--- src/cl_pkg.sv ---
// Constants for the control-word LED and strap slice.
// Assumes a 20 MHz core clock and synchronous active-high reset.
package cl_pkg;
  localparam int          CLK_MHZ        = 20;
  localparam int          ON_TIME_US     = 5240;
  localparam int          OFF_TIME_US    = 36650;
  localparam int          PERIOD_TIME_US = 41890;
  localparam int          ON_CYCLES      = ON_TIME_US * CLK_MHZ;
  localparam int          OFF_CYCLES     = OFF_TIME_US * CLK_MHZ;
  localparam int          SHORT_SHIFT    = 10;
  localparam int          CNT_W          = 20;
  localparam logic [15:0] IO_BASE_MODE1  = 16'h0200;
  localparam logic [2:0]  FORCED_MODE1   = 3'h1;
  localparam logic [2:0]  FORCED_NONE    = 3'h0;
  localparam int          STRAP_SHORT    = 5;
  localparam logic        LOWPWR_RST_VAL = 1'h0;
  localparam logic        STYLE_RST_VAL  = 1'h0;
  typedef enum logic [1:0] {
    CL_IDLE = 2'h0,
    CL_ON   = 2'h1,
    CL_OFF  = 2'h3
  } cl_blink_t;
endpackage : cl_pkg

--- src/cl_blink_if.sv ---
// Link between the control slice and its blink timer.
// Assumes both ends share the core clock.
`timescale 1ns/1ps
interface cl_blink_if;
  logic blink_req;
  logic short_time;
  logic lamp_on;
  modport ctrl  (output blink_req, output short_time, input lamp_on);
  modport timer (input blink_req, input short_time, output lamp_on);
endinterface : cl_blink_if

--- src/cl_blinker.sv ---
// Indicator blink timer: on phase then off phase, repeated while requested.
// Assumes synchronous reset and a request held for the whole activity.
`timescale 1ns/1ps
module cl_blinker import cl_pkg::*; #(
  parameter int ON_CYC  = ON_CYCLES,
  parameter int OFF_CYC = OFF_CYCLES
) (
  // Clock and reset
  input  wire logic clk,
  input  wire logic reset,
  // Control side
  cl_blink_if.timer bl
);
  // Counts must fit the counter width
  if (ON_CYC < 1 || OFF_CYC < 1 || ON_CYC >= (1 << CNT_W) ||
      OFF_CYC >= (1 << CNT_W)) begin : g_bad_counts
    $error("blink counts out of range");
  end

  localparam logic [CNT_W-1:0] ON_L  = CNT_W'(ON_CYC);
  localparam logic [CNT_W-1:0] OFF_L = CNT_W'(OFF_CYC);

  cl_blink_t        state_q;
  logic [CNT_W-1:0] cnt_q;
  logic [CNT_W-1:0] on_lim;
  logic [CNT_W-1:0] off_lim;
  logic [CNT_W-1:0] lim;

  always_comb begin
    on_lim  = ON_L;
    off_lim = OFF_L;
    if (bl.short_time) begin
      on_lim  = ON_L >> SHORT_SHIFT;
      off_lim = OFF_L >> SHORT_SHIFT;
    end
    if (on_lim == '0) on_lim = CNT_W'(1);
    if (off_lim == '0) off_lim = CNT_W'(1);
    lim = (state_q == CL_ON) ? on_lim : off_lim;
  end

  always_ff @(posedge clk) begin
    if (reset || !bl.blink_req) begin
      state_q <= CL_IDLE;
      cnt_q   <= '0;
    end else begin
      case (state_q)
        CL_IDLE: begin
          state_q <= CL_ON;
          cnt_q   <= '0;
        end
        CL_ON, CL_OFF: begin
          // Catch up at once if the limit shrank mid-phase
          if (cnt_q >= lim - CNT_W'(1)) begin
            state_q <= (state_q == CL_ON) ? CL_OFF : CL_ON;
            cnt_q   <= '0;
          end else begin
            cnt_q <= cnt_q + CNT_W'(1);
          end
        end
        default: begin
          state_q <= CL_IDLE;
          cnt_q   <= '0;
        end
      endcase
    end
  end

  assign bl.lamp_on = (state_q != CL_OFF);

  on_phase_end_a: assert property (@(posedge clk) disable iff (reset)
    (state_q == CL_ON && cnt_q == on_lim - CNT_W'(1) && bl.blink_req)
      |=> (state_q == CL_OFF && cnt_q == '0))
    else $error("on phase did not end at its count");
  off_phase_end_a: assert property (@(posedge clk) disable iff (reset)
    (state_q == CL_OFF && cnt_q == off_lim - CNT_W'(1) && bl.blink_req)
      |=> (state_q == CL_ON && cnt_q == '0))
    else $error("off phase did not end at its count");
  restart_on_a: assert property (@(posedge clk) disable iff (reset)
    (state_q == CL_IDLE && bl.blink_req) |=> (state_q == CL_ON && cnt_q == '0))
    else $error("blink did not restart in on phase");
  short_time_a: assert property (@(posedge clk) disable iff (reset)
    (bl.short_time && $past(bl.short_time) && state_q != CL_IDLE)
      |-> cnt_q < lim)
    else $error("shortcut phase overran its count");
endmodule : cl_blinker

--- src/cl_ctrl.sv ---
// Control-word slice: forced setup, low-power reset block, sim shortcut,
// indicator style and the power indicator pin.
// Assumes straps are valid around reset and inputs are core-clock synchronous.
`timescale 1ns/1ps
module cl_ctrl import cl_pkg::*; #(
  parameter int ON_CYC  = ON_CYCLES,
  parameter int OFF_CYC = OFF_CYCLES
) (
  // Clock and reset
  input  wire logic        clk,
  input  wire logic        reset,
  // Host reset and power state
  input  wire logic        host_reset_pin_n,
  input  wire logic        d3_state,
  output logic             core_reset,
  // Straps
  input  wire logic [5:0]  strap_data_pins,
  // Software write of the writable bits
  input  wire logic        sw_write,
  input  wire logic        sw_lowpower_reset_block,
  input  wire logic        sw_sim_shortcut,
  input  wire logic        sw_indicator_style,
  // Control bits
  output logic [2:0]       forced_setup_field,
  output logic             lowpower_reset_block,
  output logic             sim_shortcut,
  output logic             indicator_style,
  // Forced setup decode
  output logic [15:0]      cfg_io_base,
  output logic             cfg_io_enable,
  output logic             cfg_mem_enable,
  output logic             cfg_master_enable,
  output logic             cfg_rom_enable,
  output logic             cfg_reserved,
  // Indicator
  input  wire logic        tx_active,
  output logic             power_indicator_pin_n
);
  logic dev_rst;
  logic rst_dly_q;
  logic [2:0] forced_q;
  logic lowpwr_q;
  logic short_q;
  logic style_q;
  // Next values of the registered setup decode
  logic [15:0] io_base_d;
  logic        io_en_d;
  logic        master_d;
  logic        mem_en_d;
  logic        rom_en_d;
  logic        reserved_d;

  // Blink counts must fit the timer counter
  if (ON_CYC < 1 || OFF_CYC < 1 || ON_CYC >= (1 << CNT_W) ||
      OFF_CYC >= (1 << CNT_W)) begin : g_bad_counts
    $error("blink parameters out of range");
  end

  cl_blink_if bl ();

  // Host pin resets unless blocked in D3
  assign dev_rst = reset ||
                   (!host_reset_pin_n && !(lowpwr_q && d3_state));
  assign core_reset = dev_rst;

  always_ff @(posedge clk) begin
    if (reset) rst_dly_q <= 1'h1;
    else       rst_dly_q <= dev_rst;
  end

  // Straps caught on the first edge after reset ends
  always_ff @(posedge clk) begin
    if (dev_rst) begin
      forced_q <= FORCED_NONE;
      short_q  <= 1'h0;
    end else if (rst_dly_q) begin
      forced_q <= ~strap_data_pins[2:0];
      short_q  <= ~strap_data_pins[STRAP_SHORT];
    end else if (sw_write) begin
      short_q  <= sw_sim_shortcut;
    end
  end

  strap_hold_a: assert property (@(posedge clk) disable iff (reset)
    (!dev_rst && !rst_dly_q) |=> $stable(forced_q))
    else $error("forced setup moved after capture");

  // Block bit survives any host reset, cleared only by the reset input or a software write
  always_ff @(posedge clk) begin
    if (reset)                     lowpwr_q <= LOWPWR_RST_VAL;
    else if (sw_write && !dev_rst) lowpwr_q <= sw_lowpower_reset_block;
  end

  lowpwr_keep_a: assert property (@(posedge clk) disable iff (reset)
    dev_rst |=> lowpower_reset_block == $past(lowpower_reset_block))
    else $error("block bit lost on host reset");

  always_ff @(posedge clk) begin
    if (dev_rst)       style_q <= STYLE_RST_VAL;
    else if (sw_write) style_q <= sw_indicator_style;
  end

  soft_write_a: assert property (@(posedge clk) disable iff (reset)
    (sw_write && !dev_rst && !rst_dly_q) |=>
      (indicator_style == $past(sw_indicator_style) &&
       sim_shortcut == $past(sw_sim_shortcut) &&
       lowpower_reset_block == $past(sw_lowpower_reset_block)))
    else $error("software write not taken");

  assign forced_setup_field   = forced_q;
  assign lowpower_reset_block = lowpwr_q;
  assign sim_shortcut         = short_q;
  assign indicator_style      = style_q;

  // Forced mode 1 sets a fixed bring-up; reserved codes enable nothing
  always_comb begin
    io_base_d  = 16'h0000;
    io_en_d    = 1'h0;
    master_d   = 1'h0;
    mem_en_d   = 1'h0;
    rom_en_d   = 1'h0;
    reserved_d = 1'h0;
    case (forced_q)
      FORCED_NONE: begin
        io_base_d = 16'h0000;
      end
      FORCED_MODE1: begin
        io_base_d = IO_BASE_MODE1;
        io_en_d   = 1'h1;
        master_d  = 1'h1;
        mem_en_d  = 1'h0;
        rom_en_d  = 1'h0;
      end
      default: begin
        reserved_d = 1'h1;
      end
    endcase
  end

  // Decode registered one edge behind the setup field
  always_ff @(posedge clk) begin
    if (reset) begin
      cfg_io_base       <= 16'h0000;
      cfg_io_enable     <= 1'h0;
      cfg_mem_enable    <= 1'h0;
      cfg_master_enable <= 1'h0;
      cfg_rom_enable    <= 1'h0;
      cfg_reserved      <= 1'h0;
    end else begin
      cfg_io_base       <= io_base_d;
      cfg_io_enable     <= io_en_d;
      cfg_master_enable <= master_d;
      cfg_mem_enable    <= mem_en_d;
      cfg_rom_enable    <= rom_en_d;
      cfg_reserved      <= reserved_d;
    end
  end

  cfg_none_a: assert property (@(posedge clk) disable iff (reset)
    (forced_q == FORCED_NONE) |=> (cfg_io_base == 16'h0000 &&
      !cfg_io_enable && !cfg_master_enable && !cfg_reserved))
    else $error("setup code none enabled access");

  assign bl.blink_req  = tx_active && !style_q;
  assign bl.short_time = short_q;

  cl_blinker #(
    .ON_CYC  (ON_CYC),
    .OFF_CYC (OFF_CYC)
  ) u_blink (
    .clk   (clk),
    .reset (dev_rst),
    .bl    (bl.timer)
  );

  // Low while powered; blinks only in mode 0 during transmit
  always_ff @(posedge clk) begin
    if (dev_rst) power_indicator_pin_n <= 1'h0;
    else power_indicator_pin_n <= bl.blink_req && !bl.lamp_on;
  end

  pin_reset_a: assert property (@(posedge clk) disable iff (reset)
    dev_rst |=> !power_indicator_pin_n)
    else $error("power indicator not low in reset");

  blink_pin_a: assert property (@(posedge clk) disable iff (reset)
    (tx_active && !style_q && !bl.lamp_on && !dev_rst)
      |=> power_indicator_pin_n)
    else $error("power indicator missed off phase");

  lamp_phase_a: assert property (@(posedge clk) disable iff (reset)
    (tx_active && !style_q && bl.lamp_on && !dev_rst)
      |=> !power_indicator_pin_n)
    else $error("power indicator missed on phase");


  forced_mode1_a: assert property (@(posedge clk) disable iff (reset)
    (forced_q == FORCED_MODE1) |=> (cfg_io_base == IO_BASE_MODE1 &&
      cfg_io_enable && cfg_master_enable && !cfg_mem_enable &&
      !cfg_rom_enable))
    else $error("forced mode 1 setup wrong");
  forced_reserved_a: assert property (@(posedge clk) disable iff (reset)
    (forced_q[2] || forced_q[1]) |=> (cfg_reserved && !cfg_io_enable))
    else $error("reserved forced code enabled access");
  reset_block_a: assert property (@(posedge clk) disable iff (reset)
    (!host_reset_pin_n && lowpwr_q && d3_state) |-> !core_reset)
    else $error("blocked host reset reached core");
  host_reset_a: assert property (@(posedge clk)
    (!host_reset_pin_n && !(lowpwr_q && d3_state)) |-> core_reset)
    else $error("host reset not passed to core");
  strap_forced_a: assert property (@(posedge clk) disable iff (reset)
    (rst_dly_q && !dev_rst) |=> forced_q == ~$past(strap_data_pins[2:0]))
    else $error("forced setup not loaded from straps");
  strap_short_a: assert property (@(posedge clk) disable iff (reset)
    (rst_dly_q && !dev_rst) |=> short_q == !$past(strap_data_pins[5]))
    else $error("shortcut not loaded from strap");
  mode1_steady_a: assert property (@(posedge clk) disable iff (dev_rst)
    (style_q && $past(style_q)) |-> !power_indicator_pin_n)
    else $error("mode 1 power indicator not steady low");
  idle_steady_a: assert property (@(posedge clk) disable iff (dev_rst)
    !tx_active ##1 !tx_active |-> !power_indicator_pin_n)
    else $error("power indicator not low while idle");
endmodule : cl_ctrl

--- config.mk ---
export PLATFORM = sky130hd
export DESIGN_NAME = cl_ctrl
export DESIGN_NICKNAME = d
export VERILOG_FILES = /design/src/cl_pkg.sv /design/src/cl_blink_if.sv /design/src/cl_blinker.sv /design/src/cl_ctrl.sv
export SDC_FILE = /design/constraint.sdc
export NUM_CORES = 1
export LEC_CHECK = 0
export BUFFER_PORTS_ARGS = -buffer_cell sky130_fd_sc_hd__clkbuf_2
export CAP_MARGIN = 15
export CELL_PAD_IN_SITES_DETAIL_PLACEMENT = 0
export CELL_PAD_IN_SITES_GLOBAL_PLACEMENT = 1
export CORE_AREA = 2 2 70 72
export DETAILED_ROUTE_END_ITERATION = 16
export DIE_AREA = 0 0 72 74
export PLACE_DENSITY = 0.86
export SETUP_SLACK_MARGIN = 0.02
export SYNTH_ARGS = -nofsm -noshare
export SYNTH_HDL_FRONTEND = slang
export SYNTH_SLANG_ARGS = --single-unit
export TNS_END_PERCENT = 20
--- constraint.sdc ---
create_clock -name clk -period 6.06 [get_ports clk]
set_clock_uncertainty 0.05 [all_clocks]
set_input_delay 0.909 -clock clk [delete_from_list [all_inputs] [get_ports clk]]
set_output_delay 0.909 -clock clk [all_outputs]
set_load 0.03 [all_outputs]
Word level (Yosys, flattened, before mapping)
Cells that the tools add are included. Widths: inputs -> output; s select.

Register bits after elaboration: 48. Input port bits: 15. Output and inout port bits: 29. Word-level logic and storage cells: 56.

Add/sub/neg operators: 2. Order comparisons: 1. Eq/ne operators: 5. Muxes and demuxes: 13. Bitwise gates (word level): 3. Reduce and logical (&&, ||, !) cells: 21.

Operator list (count): $mux 20 (3); $logic_not 20->1 (2); $mux 17 (2); $add 20x1->20 const B (1); $ge 20x20->1 (1); $sub 20x1->20 const B (1); $mux 10 (1); $logic_not 1->1 (6); $logic_and 1x1->1 (5); $mux 1 (4); $mux 2 (2); $pmux 2 s2 (1); $reduce_or 2->1 (2); $eq 3x1->1 const B (1); $logic_not 3->1 (1); $not 3->3 (1); $reduce_or 3->1 (1); $eq 2x1->1 const B (1); $eq 2x2->1 const B (1); $logic_not 2->1 (1); $logic_or 1x1->1 (2); $ne 2x1->1 const B (1); $ne 2x2->1 const B (1); $not 1->1 (2); $reduce_bool 2->1 (1).

Longest topological paths before layout
Word-level depth: 8. Depth in mapped cells: 12. Gate-level depth less buffers: 11.

Hierarchy
A second synthesis with hierarchy kept.

Cells, all modules: 213. Area total of the unflattened synthesis: 1898.1 um^2.

Modules (own cells, without submodules): cl_blinker (times used 1, cells each 158, area an instance 1368.8 um^2, seq. area each 440.4 um^2); cl_ctrl (times used 1, cells each 55, area an instance 529.3 um^2, seq. area each 200.2 um^2).

Worst setup path before layout
OpenSTA, ideal clock, no wires.

Kind: register to register. Start: register short_q, in the netlist sim_shortcut. End: register u_blink.cnt_q[11]. Library setup time: 0.115 ns. Arrival: 2.550 ns. Required time: 5.895 ns. Setup slack: 3.345 ns. Cell stages (with the launch flop): 11. Path buffers: 1. Period minus slack after synthesis: 2.715 ns. Cells stage by stage: dfxtp_1 inv_1 ha_1 inv_1 ha_1 nand4b_4 or4_1 or4_1 nand4_2 buf_6 nor2_1.

Longest elaborated chain between the ends: 7. Elaborated cells between the ends (all ways): 10. Classes of those cells: add/sub: 1; order compare: 1; mux: 5; reduce/logical: 3.

Ends and longest elaborated chain: from (decl) (RTL line cl_ctrl.sv:43) `logic short_q;`; from (signal assigned) (RTL line cl_ctrl.sv:78) `short_q <= ~strap_data_pins[STRAP_SHORT];`; from (signal assigned) (RTL line cl_ctrl.sv:80) `short_q <= sw_sim_shortcut;`; $mux 20 / $mux 17 (equally long branches) (RTL line cl_blinker.sv:32) `if (bl.short_time) begin`; $logic_not 20->1, on equally long branches (RTL line cl_blinker.sv:37, cl_blinker.sv:36); $mux 20 / $mux 17 (equally long branches) (RTL line cl_blinker.sv:37, cl_blinker.sv:36); $mux 20 (*) (RTL line cl_blinker.sv:38) `lim = (state_q == CL_ON) ? on_lim : off_lim;`; $sub 20x1->20 (*) (RTL line cl_blinker.sv:53) `if (cnt_q >= lim - CNT_W'(1)) begin`; $ge 20x20->1 (*) (RTL line cl_blinker.sv:53); $reduce_or 3->1 (no line) (*); to (signal assigned) (RTL line cl_blinker.sv:57) `cnt_q <= cnt_q + CNT_W'(1);`; to (decl) (RTL line cl_blinker.sv:24) `logic [CNT_W-1:0] cnt_q;`.

Every way passes the cells marked *; elsewhere a longest branch is shown, timed or not. A chain may end at the register's enable or synchronous reset.

Final worst setup path
Start: register u_blink.state_q[0]. End: register u_blink.cnt_q[7].

Longest elaborated chain between the ends: 5. Elaborated cells between the ends (all ways): 8. Classes of those cells: add/sub: 1; order compare: 1; eq/ne: 2; mux: 1; bitwise: 1; reduce/logical: 2.

Ends and longest elaborated chain: from (decl) (RTL line cl_blinker.sv:23) `cl_blink_t state_q;`; from (signal assigned) (RTL line cl_blinker.sv:54) `state_q <= (state_q == CL_ON) ? CL_OFF : CL_ON;`; $eq 2x1->1 (RTL line cl_blinker.sv:38, cl_blinker.sv:46); $mux 20 (RTL line cl_blinker.sv:38); $sub 20x1->20 (RTL line cl_blinker.sv:53); $ge 20x20->1 (RTL line cl_blinker.sv:53); $reduce_or 3->1 (no line) (*).

Marked as above.

==> results.md <==
* Run status: finished clean
* Crit-path max cell delay at 0.54 ns
* WHS Endpoint: u_blink.state_q[0]
* CTS tree: done
* Count leader, synth: nor2_1
* Vias in the first global route at 1321
* Peak supply drop at 97.5 µV
* Ys Warns at 0
* Fmax at 0.322 GHz
* Post-route cell area at 0.00206 mm²
* Number of buffers created by CTS at 5
* CP max FO at 20
* Max_cap viols at 0
* Fraction of layout cells with a size suffix above 1 at 16.1%
* DP Area at 0.00196 mm²
* Period utilization at 51.3%
* Post-synth EDFFs at 0
* Cts repair resizes at 0
* Top cells by area in the synthesized netlist: dfxtp_1 34%, ha_1 14%, buf_4 7.5%
* Pwr dens at 212 mW/mm²
* Initial Util at 41.2%
* Crit. End Element: flop
* Post-layout utilization of the core at 44.7%
* FF-to-FF Start: u_blink.state_q[0]
* Register area share after synthesis at 33.8%
* Slew at the pin with the worst max-slew slack at 0.589 ns
* RSZ-0062 raised after global routing: no
* Synthesized flop and latch total at 32
* Slowest CP cell: or4_1
* Asr flop ratio synth at 0%
* Die H at 74 µm
* Detail Placement HPWL at 2.56 mm
* Final hold vios at 0
* Die footprint at 0.00533 mm²
* Setup TNS at 0 ns
* Overall routing resource usage at 14.5%
* CTS sink cnt at 32
* Critical R2R Capture: u_blink.cnt_q[7]
* Post-CTS setup buffer count at 0
* Largest register FFs at 20
* # rows at 25
* Cell taking the most area after synthesis: dfxtp_1
* Critical path type: reg -> reg
* Nets at 277
* Routed Antenna Nets at 0
* Area Growth Syn to Fin at 8.51%
* Data required time of the worst path at 6.17 ns
* Pre-CTS WS at 2.90 ns
* Syn Inst Count at 216
* Hold Crit Depth at 1
* Worst-skew pair later-pin latency at 0.29 ns
* Core region area at 0.00460 mm²
* Final setup vio count at 0
* Synthesized area at 0.00190 mm²
* CTS H-tree depth at 2
* Synth top area share at 33.8%
* Critical-path cell list: inv_1 -> nor2_1 -> inv_1 -> ha_1 -> inv_1 -> ha_1 -> nand4b_4 -> or4_1 -> or4_1 -> nand4_2 -> nor2_1
* Prevailing post-synth register cell: dfxtp_1
* Port Buffers at 24
* Total routed wirelength at 3.34 mm
* CP Data Arrival Time at 3.22 ns
* CTS Hold Bufs at 0
* Largest net degree at the start of global routing at 21
* Clk buf depth at 2
* Drt initial violations at 59
* Ant diodes at 0
* Antenna violations before repair at 0
* Startpoint class of the critical path: flop
* # DRC at 0
* Total congestion overflow at 0
* Synth unique cells at 39
* First-pass GRT wire length at 5.95 mm
* Routed WL per cell at 11.3 µm
* IO Pins at 44
* Most used cell, CP: inv_1
* DRT Pass-1 Iters at 4
* Gp weighted congestion at 0.764
* Lkg Pwr at 0.000892 µW
* Fin crit period at 3.11 ns
* Vias/cell at 4.84
* Root Buffer: clkbuf_8
* Reg2reg setup slack at 2.95 ns
* Post-synth top cells: 38 x nor2_1, 32 x dfxtp_1, 21 x ha_1
* Final Max Tran Viols at 0
* Routed via count at 1434
* Relative slew margins at 60.6%
* Die W at 72 µm
* Worst reg2reg path depth at 11
* Setup ws final at 2.95 ns
* Hold Path Origin: u_blink.state_q[1]
* Clk slew on worst S/H paths at 0.07 ns
* Hold Crit Class: reg -> reg
* Register name with the most flops: u_blink.cnt_q
* Syn_area_per_cell at 8.78 µm²
layer usage:
| metal | track usage (%) | vias up | routed length [µm] |
|---|---|---|---|
| li1 | - | 752 | - |
| met1 | 18.3 | 646 | 1660 |
| met2 | 22.8 | 29 | 1480 |
| met3 | 3.93 | 7 | 126 |
| met4 | 7.97 | 0 | 75 |
| met5 | 0 | - | 0 |
stage by stage:
step,hold slack (ns),std cells,total power (µW)
2_1_floorplan,0.390,233,270
3_3_place_gp,0.398,288,271
3_5_place_dp,0.421,288,272
4_1_cts,0.439,296,443
5_1_grt,0.445,296,459
6_report,0.433,296,437
worst max-delay path, delay by kind of cell, from the launching register on:
kind          cells  cell delay, ns
simple gates      6            1.87
fa+ha+maj         2            0.40
flops             1            0.33
buf+inv           3            0.32
logic make-up after synthesis:
logic type | after synthesis | share of synthesized area (%)
fa+ha+maj | 21 | 13.9
buf+inv | 37 | 12.4
mux | 2 | 1.06
simple gates | 84 | 22.5
compound gates | 21 | 7.86
flops | 32 | 33.8
other cells | 1 | 0.198
xor+xnor | 18 | 8.32
worst max-delay path by stage:
| stage | start | to | slack, ns | cells after the start |
|---|---|---|---|---|
| global route | u_blink.state_q[0] | u_blink.cnt_q[10] | 2.61 | 11 |
| global placement | u_blink.state_q[0] | u_blink.cnt_q[2] | 2.96 | 11 |
| finish | u_blink.state_q[0] | u_blink.cnt_q[7] | 2.95 | 11 |
| floorplan | sim_shortcut | u_blink.cnt_q[11] | 3.35 | 10 |
| CTS | u_blink.state_q[0] | u_blink.cnt_q[11] | 2.88 | 11 |
| detailed placement | u_blink.state_q[0] | u_blink.cnt_q[7] | 2.90 | 11 |
where the power goes:
part,switching (µW),internal (µW)
clock,78.9,90.5
sequential,3.70,214
combinational,36.0,13.8
total,119,318
cell type report:
type                            instances  area, µm²
Multi-Input combinational cell        164       1080
Clock inverter                          2       10.0
Sequential cell                        32        641
Clock buffer                            6       82.6
Timing Repair Buffer                   24        120
Inverter                               14       52.6
Tap cell                               54       67.6
Fill cell                             473       2540
placed cells by master (no fill, tap or decap), types with 7 or more instances in the layout:
master    netlist  layout
dfxtp_1        32      32
nor2_1         38      38
xnor2_1        11      11
xor2_1          7       7
clkbuf_2        0      24
inv_1          14      14
ha_1           21      21
a21oi_1         7       7
nand2_1        13      13
conb_1          1      18
(Power assumes the default switching activity.)
